===== config.mk =====
export PLATFORM = sky130hd
export DESIGN_NAME = pbs_sequencer
export DESIGN_NICKNAME = d
export VERILOG_FILES = /design/src/include/pbs_pkg.sv /design/src/include/pbs_tmr_if.sv /design/src/rtl/pbs_timer.sv /design/src/rtl/pbs_sequencer.sv
export SDC_FILE = /design/constraint.sdc
export NUM_CORES = 1
export LEC_CHECK = 0
export BUFFER_PORTS_ARGS = -buffer_cell sky130_fd_sc_hd__buf_4
export CELL_PAD_IN_SITES_DETAIL_PLACEMENT = 0
export CELL_PAD_IN_SITES_GLOBAL_PLACEMENT = 1
export CORE_MARGIN = 10
export CORE_UTILIZATION = 41
export CTS_CLUSTER_SIZE = 28
export DETAILED_ROUTE_END_ITERATION = 8
export PLACE_DENSITY = 0.76
export SLEW_MARGIN = 20
export SYNTH_ARGS = -nofsm -noshare
export SYNTH_HDL_FRONTEND = slang
export SYNTH_HIERARCHICAL = 1
export SYNTH_SLANG_ARGS = --single-unit

===== constraint.sdc =====
create_clock -name i_clk -period 4.55 [get_ports i_clk]
set_input_delay 0.6825 -clock i_clk [delete_from_list [all_inputs] [get_ports i_clk]]
set_output_delay 0.6825 -clock i_clk [all_outputs]
set_load 0.01 [all_outputs]

===== src/include/pbs_pkg.sv =====
/*
  constants, timing figures and state type of the pushbutton power sequencer.
  assumes a 10 MHz system clock and a 1 ms internal time base.
*/
// Notes on behaviour
// - after reset the supply switch is off and converters stay disabled
// - supply turns on only after the button is low 32 ms plus extension
// - an extra turn-on hold time from turn_on_extension adds to the debounce
// - a button release during turn-on debounce restarts the count
// - turning the supply on starts a 512 ms blanking timer
// - during blanking neither shutdown request nor button is sampled
// - shutdown request still low after blanking aborts the power-on
// - after blanking the button release is debounced for 32 ms
// - in on state a 32 ms low press raises the power-down request
// - the power-down request stays low for at least 32 ms
// - then the request follows the button until button or supply releases
// - button still low after the 32 ms request starts the forced-off hold timer
// - release before hold timer ends drops the request, supply stays on
// - hold timer completing releases supply and request at once
// - forced-off press time is 64 ms plus off_hold_extension
// - after blanking a low shutdown request turns the supply off at once
// - after a shutdown-request turn-off the button is ignored for 256 ms
// - after turn-off wait for a new falling button edge
// - the supply switch polarity is chosen by a variant parameter
// - a shutdown request low pulse counts only if at least 30 us long
`default_nettype none
package pbs_pkg;

  // ****************************************************************
  // clock and time base
  // ****************************************************************
  localparam int CLK_NS       = 100;
  localparam int TICK_NS      = 1000000;
  localparam int TICK_CYC_DEF = TICK_NS / CLK_NS;

  // ****************************************************************
  // sequence timings, in 1 ms ticks
  // ****************************************************************
  localparam int TW                       = 17;
  localparam int TURN_ON_DEBOUNCE_MS      = 32;
  localparam int STARTUP_BLANKING_MS      = 512;
  localparam int RELEASE_DEBOUNCE_MS      = 32;
  localparam int TURN_OFF_DEBOUNCE_MS     = 32;
  localparam int FORCED_OFF_MIN_MS        = 64;
  localparam int REQ_MIN_MS               = FORCED_OFF_MIN_MS - TURN_OFF_DEBOUNCE_MS;
  localparam int LOCKOUT_MS               = 256;

  // ****************************************************************
  // shutdown request glitch filter, in clock cycles (least time, round up)
  // ****************************************************************
  localparam int KILL_PW_NS  = 30000;
  localparam int KILL_PW_CYC = (KILL_PW_NS + CLK_NS - 1) / CLK_NS;
  localparam int KW          = 9;

  // ****************************************************************
  // reset values
  // ****************************************************************
  localparam logic SYNC_RST   = 1'h1;
  localparam logic PDREQ_RST  = 1'h1;

  typedef enum logic [3:0] {
    ST_OFF, ST_ON_DB, ST_BLANK, ST_REL_DB, ST_ON,
    ST_OFF_DB, ST_REQ_MIN, ST_HOLD, ST_LOCKOUT
  } pbs_state_type;

  // narrow a tick count to the timer width
  function automatic logic [TW-1:0] pbs_ms(input int ms);
    return TW'(ms);
  endfunction

endpackage
`default_nettype wire


===== src/include/pbs_tmr_if.sv =====
/*
  carrier between the sequencer and its millisecond timer.
  assumes both ends share one clock.
*/
`timescale 1ns/1ps
`default_nettype none
interface pbs_tmr_if;
  import pbs_pkg::*;
  logic          clr;    // restart count at next edge
  logic [TW-1:0] limit;  // ticks until done
  logic          done;   // count has reached limit

  modport ctl (output clr, output limit, input done);
  modport tmr (input clr, input limit, output done);
endinterface
`default_nettype wire


===== src/rtl/pbs_timer.sv =====
/*
  millisecond timer: own clock divider making the 1 ms tick, tick counter.
  assumes clr is asserted on every state entry by the controller.
*/
`timescale 1ns/1ps
`default_nettype none
module pbs_timer
  import pbs_pkg::*;
#(
  parameter int TICK_CYC = TICK_CYC_DEF
) (
  input  wire logic i_clk,
  input  wire logic i_rst_n,
  pbs_tmr_if.tmr    t
);
  logic [13:0]   div_r;
  logic [TW-1:0] cnt_r;
  logic          tick;

  // ****************************************************************
  // time base
  // ****************************************************************
  // divider restarts with the count so every interval is exact
  assign tick = (div_r == 14'(TICK_CYC - 1));

  always_ff @(posedge i_clk or negedge i_rst_n) begin
    if (!i_rst_n) begin
      div_r <= 14'h0;
    end else if (t.clr || tick) begin
      div_r <= 14'h0;
    end else begin
      div_r <= div_r + 14'h1;
    end
  end

  // ****************************************************************
  // tick counter
  // ****************************************************************
  // saturates so a held state never wraps back below its limit
  always_ff @(posedge i_clk or negedge i_rst_n) begin
    if (!i_rst_n) begin
      cnt_r <= '0;
    end else if (t.clr) begin
      cnt_r <= '0;
    end else if (tick && !(&cnt_r)) begin
      cnt_r <= cnt_r + 1'b1;
    end
  end

  assign t.done = (cnt_r >= t.limit);
endmodule // pbs_timer
`default_nettype wire


===== src/rtl/pbs_sequencer.sv =====
/*
  pushbutton power sequencer: debounce, supply switch, power-down request.
  assumes inputs are asynchronous levels and pins are open drain with pull-ups.
*/
`timescale 1ns/1ps
`default_nettype none
module pbs_sequencer
  import pbs_pkg::*;
#(
  parameter int   TICK_CYC       = TICK_CYC_DEF,
  parameter logic EN_ACTIVE_HIGH = 1'h1
) (
  input  wire logic          i_clk,
  input  wire logic          i_rst_n,
  input  wire logic          i_pushbutton_n,
  input  wire logic          i_shutdown_request_n,
  input  wire logic [15:0]   i_turn_on_extension,
  input  wire logic [15:0]   i_off_hold_extension,
  output var  logic          o_supply_o,
  output var  logic          o_supply_oe_n,
  output var  logic          o_power_down_request_o,
  output var  logic          o_power_down_request_oe_n
);
  // supply pin released (pulled) when on for active high, driven when on otherwise
  localparam logic SUP_OE_OFF = EN_ACTIVE_HIGH ? 1'h0 : 1'h1;

  pbs_state_type state_r;
  pbs_state_type state_nxt;
  logic          pb_m_r;
  logic          pb_s_r;
  logic          kill_m_r;
  logic          kill_s_r;
  logic          pb_prev_r;
  logic [KW-1:0] kill_cnt_r;
  logic          kill_low_r;
  logic          on_r;
  logic          on_nxt;
  logic          pdreq_r;
  logic          pdreq_nxt;
  logic          restart;
  logic          normal;

  pbs_tmr_if tm ();

  pbs_timer #(
    .TICK_CYC (TICK_CYC)
  ) u_timer (
    .i_clk   (i_clk),
    .i_rst_n (i_rst_n),
    .t       (tm)
  );

  // ****************************************************************
  // input synchronisers
  // ****************************************************************
  // first stage feeds only the second stage
  always_ff @(posedge i_clk or negedge i_rst_n) begin
    if (!i_rst_n) begin
      pb_m_r   <= SYNC_RST;
      pb_s_r   <= SYNC_RST;
      kill_m_r <= SYNC_RST;
      kill_s_r <= SYNC_RST;
    end else begin
      pb_m_r   <= i_pushbutton_n;
      pb_s_r   <= pb_m_r;
      kill_m_r <= i_shutdown_request_n;
      kill_s_r <= kill_m_r;
    end
  end

  // previous button level for falling edge detection
  always_ff @(posedge i_clk or negedge i_rst_n) begin
    if (!i_rst_n) begin
      pb_prev_r <= SYNC_RST;
    end else begin
      pb_prev_r <= pb_s_r;
    end
  end

  // ****************************************************************
  // shutdown request pulse width filter
  // ****************************************************************
  // short dips from a divider used as a supply monitor are not a request
  always_ff @(posedge i_clk or negedge i_rst_n) begin
    if (!i_rst_n) begin
      kill_cnt_r <= '0;
      kill_low_r <= 1'h0;
    end else if (kill_s_r) begin
      kill_cnt_r <= '0;
      kill_low_r <= 1'h0;
    end else if (kill_cnt_r == KW'(KILL_PW_CYC - 1)) begin
      kill_low_r <= 1'h1;
    end else begin
      kill_cnt_r <= kill_cnt_r + 1'b1;
    end
  end

  // ****************************************************************
  // timer limit per state
  // ****************************************************************
  always_comb begin
    case (state_r)
      ST_ON_DB:   tm.limit = pbs_ms(TURN_ON_DEBOUNCE_MS) + TW'(i_turn_on_extension);
      ST_BLANK:   tm.limit = pbs_ms(STARTUP_BLANKING_MS);
      ST_REL_DB:  tm.limit = pbs_ms(RELEASE_DEBOUNCE_MS);
      ST_OFF_DB:  tm.limit = pbs_ms(TURN_OFF_DEBOUNCE_MS);
      ST_REQ_MIN: tm.limit = pbs_ms(REQ_MIN_MS);
      ST_HOLD:    tm.limit = TW'(i_off_hold_extension);
      ST_LOCKOUT: tm.limit = pbs_ms(LOCKOUT_MS);
      default:    tm.limit = '0;
    endcase
  end

  // any state change or bounce restarts the timer
  assign tm.clr = (state_nxt != state_r) || restart;

  // states where a filtered shutdown request acts at once
  assign normal = (state_r == ST_REL_DB) || (state_r == ST_ON) || (state_r == ST_OFF_DB) ||
                  (state_r == ST_REQ_MIN) || (state_r == ST_HOLD);

  // ****************************************************************
  // sequence state machine
  // ****************************************************************
  always_comb begin
    state_nxt = state_r;
    on_nxt    = on_r;
    pdreq_nxt = pdreq_r;
    restart   = 1'h0;
    if (normal && kill_low_r) begin
      // software shutdown wins over any button activity
      state_nxt = ST_LOCKOUT;
      on_nxt    = 1'h0;
      pdreq_nxt = 1'h0;
    end else begin
      case (state_r)
        ST_OFF: begin
          if (pb_prev_r && !pb_s_r) begin
            state_nxt = ST_ON_DB;
          end
        end
        ST_ON_DB: begin
          if (pb_s_r) begin
            state_nxt = ST_OFF;
          end else if (tm.done) begin
            state_nxt = ST_BLANK;
            on_nxt    = 1'h1;
          end
        end
        ST_BLANK: begin
          // inputs are not looked at until the blanking ends
          if (tm.done) begin
            if (kill_low_r) begin
              state_nxt = ST_OFF;
              on_nxt    = 1'h0;
            end else begin
              state_nxt = ST_REL_DB;
            end
          end
        end
        ST_REL_DB: begin
          if (!pb_s_r) begin
            restart = 1'h1;
          end else if (tm.done) begin
            state_nxt = ST_ON;
          end
        end
        ST_ON: begin
          if (pb_prev_r && !pb_s_r) begin
            state_nxt = ST_OFF_DB;
          end
        end
        ST_OFF_DB: begin
          if (pb_s_r) begin
            state_nxt = ST_ON;
          end else if (tm.done) begin
            state_nxt = ST_REQ_MIN;
            pdreq_nxt = 1'h1;
          end
        end
        ST_REQ_MIN: begin
          // request held for its minimum width whatever the button does
          if (tm.done) begin
            if (!pb_s_r) begin
              state_nxt = ST_HOLD;
            end else begin
              state_nxt = ST_ON;
              pdreq_nxt = 1'h0;
            end
          end
        end
        ST_HOLD: begin
          if (pb_s_r) begin
            state_nxt = ST_ON;
            pdreq_nxt = 1'h0;
          end else if (tm.done) begin
            // forced off; new turn-on needs a fresh falling edge
            state_nxt = ST_OFF;
            on_nxt    = 1'h0;
            pdreq_nxt = 1'h0;
          end
        end
        ST_LOCKOUT: begin
          // button ignored so the rails decay before a restart
          if (tm.done) begin
            state_nxt = ST_OFF;
          end
        end
        default: begin
          state_nxt = ST_OFF;
          on_nxt    = 1'h0;
          pdreq_nxt = 1'h0;
        end
      endcase
    end
  end

  always_ff @(posedge i_clk or negedge i_rst_n) begin
    if (!i_rst_n) begin
      state_r <= ST_OFF;
    end else begin
      state_r <= state_nxt;
    end
  end

  // ****************************************************************
  // output pins
  // ****************************************************************
  // pins driven low only; level rises through the external pull-up
  always_ff @(posedge i_clk or negedge i_rst_n) begin
    if (!i_rst_n) begin
      on_r                      <= 1'h0;
      pdreq_r                   <= 1'h0;
      o_supply_o                <= 1'h0;
      o_supply_oe_n             <= SUP_OE_OFF;
      o_power_down_request_o    <= 1'h0;
      o_power_down_request_oe_n <= PDREQ_RST;
    end else begin
      on_r                      <= on_nxt;
      pdreq_r                   <= pdreq_nxt;
      o_supply_o                <= 1'h0;
      o_supply_oe_n             <= EN_ACTIVE_HIGH ? on_nxt : !on_nxt;
      o_power_down_request_o    <= 1'h0;
      o_power_down_request_oe_n <= !pdreq_nxt;
    end
  end

  // ****************************************************************
  // checks
  // ****************************************************************
  a_off_supply: assert property (@(posedge i_clk) disable iff (!i_rst_n)
    (state_r == ST_OFF) |-> !on_r) else $error("supply on in off state");

  a_turn_on_cause: assert property (@(posedge i_clk) disable iff (!i_rst_n)
    $rose(on_r) |-> $past(state_r == ST_ON_DB && tm.done && !pb_s_r))
    else $error("supply on without completed press");

  a_on_bounce: assert property (@(posedge i_clk) disable iff (!i_rst_n)
    (state_r == ST_ON_DB && pb_s_r) |=> (state_r == ST_OFF && !on_r))
    else $error("turn-on debounce not restarted");

  a_blank_hold: assert property (@(posedge i_clk) disable iff (!i_rst_n)
    (state_r == ST_BLANK && !tm.done) |=> (state_r == ST_BLANK && on_r))
    else $error("blanking left early");

  a_abort_on: assert property (@(posedge i_clk) disable iff (!i_rst_n)
    (state_r == ST_BLANK && tm.done && kill_low_r) |=> (!on_r && state_r == ST_OFF))
    else $error("power-on not aborted");

  // the last cycle of the minimum may legally drop the request
  a_req_minimum: assert property (@(posedge i_clk) disable iff (!i_rst_n)
    (state_r == ST_REQ_MIN && !tm.done && !kill_low_r) |-> pdreq_r ##1 pdreq_r)
    else $error("request dropped before minimum");

  a_kill_normal: assert property (@(posedge i_clk) disable iff (!i_rst_n)
    (normal && kill_low_r) |=> (!on_r && !pdreq_r && state_r == ST_LOCKOUT))
    else $error("shutdown request ignored");

  a_lockout_hold: assert property (@(posedge i_clk) disable iff (!i_rst_n)
    (state_r == ST_LOCKOUT && !tm.done) |=> (state_r == ST_LOCKOUT))
    else $error("lockout ended early");

  a_forced_off: assert property (@(posedge i_clk) disable iff (!i_rst_n)
    (state_r == ST_HOLD && tm.done && !pb_s_r && !kill_low_r) |=> (!on_r && !pdreq_r))
    else $error("forced off failed");

  a_kill_width: assert property (@(posedge i_clk) disable iff (!i_rst_n)
    $rose(kill_low_r) |-> $past(!kill_s_r) ##0 $past(kill_cnt_r) == KW'(KILL_PW_CYC - 1))
    else $error("shutdown filter too short");

  a_pin_polarity: assert property (@(posedge i_clk) disable iff (!i_rst_n)
    o_supply_oe_n == (EN_ACTIVE_HIGH ? on_r : !on_r))
    else $error("supply pin polarity wrong");

  // steps after turn-on; a live shutdown request overrides each one from release debounce on,
  // so the antecedents leave that case to a_kill_normal
  a_on_start: assert property (@(posedge i_clk) disable iff (!i_rst_n)
    $rose(on_r) |-> (state_r == ST_BLANK))
    else $error("supply on without blanking");

  a_rel_restart: assert property (@(posedge i_clk) disable iff (!i_rst_n)
    (state_r == ST_REL_DB && !pb_s_r && !kill_low_r) |=>
    (state_r == ST_REL_DB && !tm.done)) else $error("release debounce not restarted");

  a_off_bounce: assert property (@(posedge i_clk) disable iff (!i_rst_n)
    (state_r == ST_OFF_DB && pb_s_r && !kill_low_r) |=>
    (state_r == ST_ON && !pdreq_r)) else $error("off debounce not restarted");

  a_req_raise: assert property (@(posedge i_clk) disable iff (!i_rst_n)
    (state_r == ST_OFF_DB && tm.done && !pb_s_r && !kill_low_r) |=>
    (state_r == ST_REQ_MIN && pdreq_r)) else $error("request not raised");

  a_hold_start: assert property (@(posedge i_clk) disable iff (!i_rst_n)
    (state_r == ST_REQ_MIN && tm.done && !pb_s_r && !kill_low_r) |=>
    (state_r == ST_HOLD && pdreq_r)) else $error("hold timer not started");

  a_req_follow: assert property (@(posedge i_clk) disable iff (!i_rst_n)
    (state_r == ST_REQ_MIN && tm.done && pb_s_r && !kill_low_r) |=>
    (state_r == ST_ON && on_r && !pdreq_r)) else $error("request outlived button");

  a_hold_release: assert property (@(posedge i_clk) disable iff (!i_rst_n)
    (state_r == ST_HOLD && pb_s_r && !kill_low_r) |=>
    (state_r == ST_ON && on_r && !pdreq_r)) else $error("early release not honoured");

  a_idle_request: assert property (@(posedge i_clk) disable iff (!i_rst_n)
    (state_r == ST_ON) |-> !pdreq_r)
    else $error("request low in idle on state");

  a_fresh_edge: assert property (@(posedge i_clk) disable iff (!i_rst_n)
    (state_r == ST_OFF && !(pb_prev_r && !pb_s_r)) |=> (state_r == ST_OFF))
    else $error("turn-on without falling edge");

  c_turn_on:  cover property (@(posedge i_clk) disable iff (!i_rst_n) $rose(on_r));
  c_abort:    cover property (@(posedge i_clk) disable iff (!i_rst_n)
    state_r == ST_BLANK && tm.done && kill_low_r);
  c_request:  cover property (@(posedge i_clk) disable iff (!i_rst_n) $rose(pdreq_r));
  c_forced:   cover property (@(posedge i_clk) disable iff (!i_rst_n)
    state_r == ST_HOLD && tm.done && !pb_s_r);
  c_lockout:  cover property (@(posedge i_clk) disable iff (!i_rst_n)
    state_r == ST_LOCKOUT && tm.done);
endmodule // pbs_sequencer
`default_nettype wire


======== Word level (Yosys, flattened, before mapping) ========
Cells that the tools add are included.
W data, S select, Z words.
storage, ports and cells
  register bits ........................... 53
  latch bits .............................. 0
  bits in writable memories ............... 0
  memory bits (read-only) ................. 0
  input port bits ......................... 36
  word-level logic and storage cells ...... 100
  memories ................................ 0
cells by class
  $add $sub $neg .......................... 4
  multipliers ............................. 0
  div/mod/pow operators ................... 0
  $lt $le $gt $ge ......................... 1
  equality and inequality tests ........... 19
  shift-type cells ........................ 0
  muxes and demuxes ....................... 43
  bitwise gates (word level) .............. 0
  reductions and logical operators ........ 20
operators with widths
  cell                     number
  $pmux W17 S5             1
  $mux W4                  13
  $pmux W4 S9              1
  $mux W17                 2
  $mux W1                  19
  $mux W9                  2
  $add A17 B1 Y17 const B  1
  $add A6 B16 Y17 const A  1
  $ge A17 B17 Y1           1
  $reduce_and A17 Y1       1
  $eq A4 B3 Y1 const B     4
  $add A14 B1 Y14 const B  1
  $eq A14 B14 Y1 const B   1
  $mux W14                 1
  $ne A3 B3 Y1 const B     4
  $reduce_or A6 Y1         2
  $add A9 B1 Y9 const B    1
  $eq A9 B9 Y1 const B     1
  $eq A4 B2 Y1 const B     2
  $pmux W1 S4              2
  $reduce_and A7 Y1        1
  $logic_or A1 B1 Y1       6
  $ne A3 B2 Y1 const B     2
  $eq A4 B1 Y1 const B     1
  10 further kinds         16

======== Depth between registers and ports, before layout ========
  word-level depth ........................ 12
  gate-level depth with buffers ........... 22

======== By module ========
Netlist, hierarchy kept.
by module, submodules not included
  module         instances  cells an instance  area each (sq um)
  pbs_timer      1          215                2,024.4
  pbs_sequencer  1          206                1,710.4

======== Worst setup path after synthesis ========
No wires, ideal clock.
  kind .................................... input to register
  from .................................... input port i_turn_on_extension[5]
  to ...................................... register u_timer.div_r[10]
  library setup time ...................... 0.071 ns
  data arrival time ....................... 3.991 ns
  required time ........................... 4.479 ns
  setup slack ............................. 0.488 ns
  stages .................................. 21
  cells stage by stage .................... ha_1 -> nand3_1 -> xor2_1 -> or3_1 -> a21oi_1 -> inv_1 -> ha_1 -> a21oi_1 -> o21ai_0 -> nor4_1 -> o21ai_0 -> buf_4 -> nor3b_1 -> o21a_1 -> o21bai_2 -> xnor2_1 -> nand3_1 -> clkbuf_1 -> or2b_1 -> buf_2 -> nor2_1
on the way
  word-level cells in the longest chain between the ends .. 11
RTL lines
  element                                         line                  RTL
  start, declared                                 pbs_sequencer.sv:17   input wire logic [15:0] i_turn_on_extension,
  $add A6 B16 Y17 (*)                             pbs_sequencer.sv:103  ST_ON_DB: tm.limit = pbs_ms(TURN_ON_DEBOUNCE_MS) + TW'(i_turn_on_extension);
  $pmux W17 S5 (*)                                pbs_sequencer.sv:102  case (state_r)
  via tm.limit[9]                                 pbs_tmr_if.sv:10      logic [TW-1:0] limit;
  $ge A17 B17 Y1 (*)                              pbs_timer.sv:50       assign t.done = (cnt_r >= t.limit);
  via tm.done                                     pbs_tmr_if.sv:11      logic done;
  $mux W4, on equally long branches (2 in a row)  n/a
  $pmux W4 S9 (*)                                 pbs_sequencer.sv:135  case (state_r)
  $mux W4 (*)                                     pbs_sequencer.sv:129  if (normal && kill_low_r) begin
  $ne A4 B4 Y1 (*)                                pbs_sequencer.sv:115  assign tm.clr = (state_nxt != state_r) || restart;
  $logic_or A1 B1 Y1 (*)                          pbs_sequencer.sv:115
  via tm.clr                                      pbs_tmr_if.sv:9       logic clr;
  $logic_or A1 B1 Y1 (*)                          pbs_timer.sv:29       end else if (t.clr || tick) begin
  $mux W14 (*)                                    pbs_timer.sv:29
  end signal, assigned                            pbs_timer.sv:32       div_r <= div_r + 14'h1;
  end, declared                                   pbs_timer.sv:16       logic [13:0] div_r;
Mark *: on every way through the listed nets, which the timed path passes. The rest lies on a longest branch.
A chain may end at the register's enable or synchronous reset.

======== Worst setup path after layout ========
  from .................................... register state_r[1]
  to ...................................... register u_timer.div_r[12]
on the way
  word-level cells in the longest chain between the ends .. 12
RTL lines
  element                                              line                  RTL
  start, declared                                      pbs_sequencer.sv:27   pbs_state_type state_r;
  start signal, assigned                               pbs_sequencer.sv:221  state_r <= state_nxt;
  $eq A4 B2 Y1 / $eq A4 B3 Y1 (equally long branches)  pbs_sequencer.sv:102
  $reduce_or A3 Y1 (no line)                           n/a
  $pmux W17 S5 (*)                                     pbs_sequencer.sv:102
  via tm.limit[7]                                      pbs_tmr_if.sv:10
  $ge A17 B17 Y1 (*)                                   pbs_timer.sv:50
  via tm.done                                          pbs_tmr_if.sv:11
  $mux W4, on equally long branches (2 in a row)       n/a
  $pmux W4 S9 (*)                                      pbs_sequencer.sv:135
  $mux W4 (*)                                          pbs_sequencer.sv:129
  $ne A4 B4 Y1 (*)                                     pbs_sequencer.sv:115
  $logic_or A1 B1 Y1 (*)                               pbs_sequencer.sv:115
  via tm.clr                                           pbs_tmr_if.sv:9
  $logic_or A1 B1 Y1 (*)                               pbs_timer.sv:29
  $mux W14 (*)                                         pbs_timer.sv:29
Marked as above.

==> results.md <==
* Status: finished clean
* Final nets at 510
* Post-route setup slack at 0.2843 ns
* Post-place setup slack at 0.06323 ns
* Slowest cell on crit path: or3_1
* Port bufs at 37
* Vias in the first global route at 3,003
* Vias per inst at 5.271
* Clock tree buffer depth at 2
* Leakage power at 0.001845 uW
* Crit path kind: reg2reg
* Share of the synthesized area in the top cell type at 31.49%
* Diode count at 0
* Area taken by multi-input logic gates at 2172 um^2
* CTS sink cnt at 53
* FF+latch area at 1334 um^2
* Syn Inst Count at 421
* Vias at 2,957
* Crit. Startpoint: state_r[1]$_DFF_PN0_
* Commonest non-fill, non-tap cell in the layout: nor2_1
* Latest clock arrival within the worst-skew pair at 0.31 ns
* Final Instance Area at 4192 um^2
* Unrepaired setup endpoints after global routing: no
* Initial antenna violation count at 0
* Slew margin rel. at 54.81%
* Postcts setup bufs at 0
* Final Cycle Share at 93.75%
* CTS clk-pin slew, worst paths at 0.11 ns
* 1st-iter DRT viols at 136
* IO Pins at 40
* Post-DRT Antenna Nets at 0
* WL/cell at 14.43 um
* Num CTS Buffers at 5
* Post-synth ARST share at 100.0%
* Placeable Area at 8806 um^2
* Die width at 115.4 um
* Final Routed Wirelength at 8094 um
* CP max FO at 13
* Skew final at 0.006666 ns
* Total power per unit cell area at 285.4 nW/um^2
* Worst min path class: reg2reg
* Most used cell, CP: o21ai_0
* Worst-margin pin slew at 0.6778 ns
* Crit path time final at 4.266 ns
* Die area at 13,330 um^2
* Layout cells sized above 1 at 18.10%
* Root buf cell: clkbuf_8
* Fill cells at 849
* First-pass GRT wire length at 14,100 um
* Global placer's final weighted congestion at 0.8238
* Final TNS setup at 0 ns
* Max Freq at 234.4 MHz
* CTS tree: yes
* Yosys warning count at 6
* Drt drc at 0
* GRT Overall Usage at 12.68%
* Initial Utilization at 42.41%
* Drt pass-1 iters at 5
* Crit-path cells: nand2b_1 > or3_1 > o21ai_0 > inv_1 > ha_1 > nand4_1 > a211oi_2 > nor4_1 > o21ai_0 > buf_4 > o21ai_2 > a2111oi_4 > o21bai_2 > xnor2_1 > nand3_1 > or2b_2 > a21oi_1
* Post-synth cell types at 58
* Hold Path Origin: kill_m_r$_DFF_PN1_
* Worst r2r src: state_r[1]$_DFF_PN0_
* Final Hold Viols at 0
* Mean Syn Cell Area at 8.871 um^2
* Largest net degree at the start of global routing at 54
* Slowest stage delay, CP at 0.49 ns
* Leading area contributor after synthesis: dfrtp_1
* Maxcap violations at 0
* Crit end category: register
* Worst VDD drop at 180.8 uV
* Synthesized cell area at 3735 um^2
* Synth Flop Type: dfrtp_1
* #FFs+latches synth at 53
* Most frequent cells in the layout: nor2_1, dfrtp_1, buf_4
* H-Tree Depth at 2
* Overall Power at 1196 uW
* Ranking of synthesized cells by area: dfrtp_1, ha_1, nor2_1
* Max-slew violations at 0
* Grt ovf at 0
* Setup violations, final at 0
* Top Family by Delay on Critical Path: simple AND/OR/NAND/NOR gates
* Number of synthesized flops with an enable pin at 0
* Die height at 115.4 um
* HPWL Detailed at 5964 um
* CP Buf/Inv Count at 2
* WP data arrival at 4.51 ns
* Row count at 34
* Req. time, crit path at 4.79 ns
* Type of origin of the critical path: register
* Number of hold buffers added after cts at 0
* Syn-to-layout area delta at 12.23%
* Dpl cell area at 4066 um^2
* Register area share after synthesis at 35.71%
-- flip-flops by register name, summed over array words and instances, names as in the netlist, 4 cells and up --
signal and flops:
state_r 4, u_timer/cnt_r 17, kill_cnt_r 9, u_timer/div_r 14
-- where the power goes --
group          switching (uW)  internal (uW)  total [uW]
clock                     174            169         343
sequential               21.0            499         520
combinational             204            130         334
total                     398            798        1200
-- metal layers --
metal / part of all wire, % / GRT usage [%] / vias to the layer above / routed length (um)
met5: 0 / 0 / - / 0
met3: 5.8 / 2.997 / 6 / 466
li1: - / - / 1514 / -
met2: 44 / 20.48 / 52 / 3560
met1: 49 / 16.63 / 1385 / 4003
met4: 0.78 / 3.378 / 0 / 63
-- cell families after synthesis --
kind of cell	synth area share [%]
and+or+nand+nor	26.57
other	0.1004
DFF	35.71
AOI/OAI and AO/OA	12.29
xor gates and xnor gates	9.849
buffers and inverters	6.398
adders and majority gates	8.241
muxes	0.8375
-- final timing paths --
path                                                to  cells after the start  slack (ns)
setup / recovery           u_timer/div_r[12]$_DFF_PN0_                     17        0.28
hold / removal                      kill_s_r$_DFF_PN1_                      0        0.36
setup reg to reg           u_timer/div_r[12]$_DFF_PN0_                     17        0.28
hold reg to reg                     kill_s_r$_DFF_PN1_                      0        0.36
max in group asynchronous  u_timer/div_r[12]$_DFF_PN0_                      1        3.70
min in group asynchronous    kill_cnt_r[1]$_DFFE_PN0P_                      1        0.39
-- layout make-up --
| cell class | count | share of cell area [%] |
|---|---|---|
| multi-input combinational | 322 | 51.82 |
| sequential | 53 | 31.82 |
| timing repair buffer | 45 | 8.060 |
| tap | 108 | 3.224 |
| inverter | 25 | 2.239 |
| clock buffer | 5 | 1.642 |
| clock inverter | 3 | 1.194 |
-- repair_timing --
item                                    in CTS  in global routing
endpoints found under the setup margin       0                 13
gates resized for setup                      0                  2
endpoints found under the hold margin        0                  0
-- Yosys cell counts, drive strengths merged (9+ instances only) --
cell,instances
buf,18
o21ai,26
xnor2,23
ha,22
a21oi,17
and3,11
nand4,9
nand3,20
nor2,54
inv,25
nand2,34
xor2,19
dfrtp,47
nor3,16
-- stage by stage --
stage	std cells	hold slack [ns]	utilization (%)
3_5_place_dp	553	0.3479	46.18
3_3_place_gp	553	0.3460	46.18
6_report	561	0.3611	47.60
4_1_cts	561	0.3644	47.53
2_1_floorplan	422	0.3452	-
5_1_grt	561	0.3729	47.60
(Power assumes the default switching activity.)
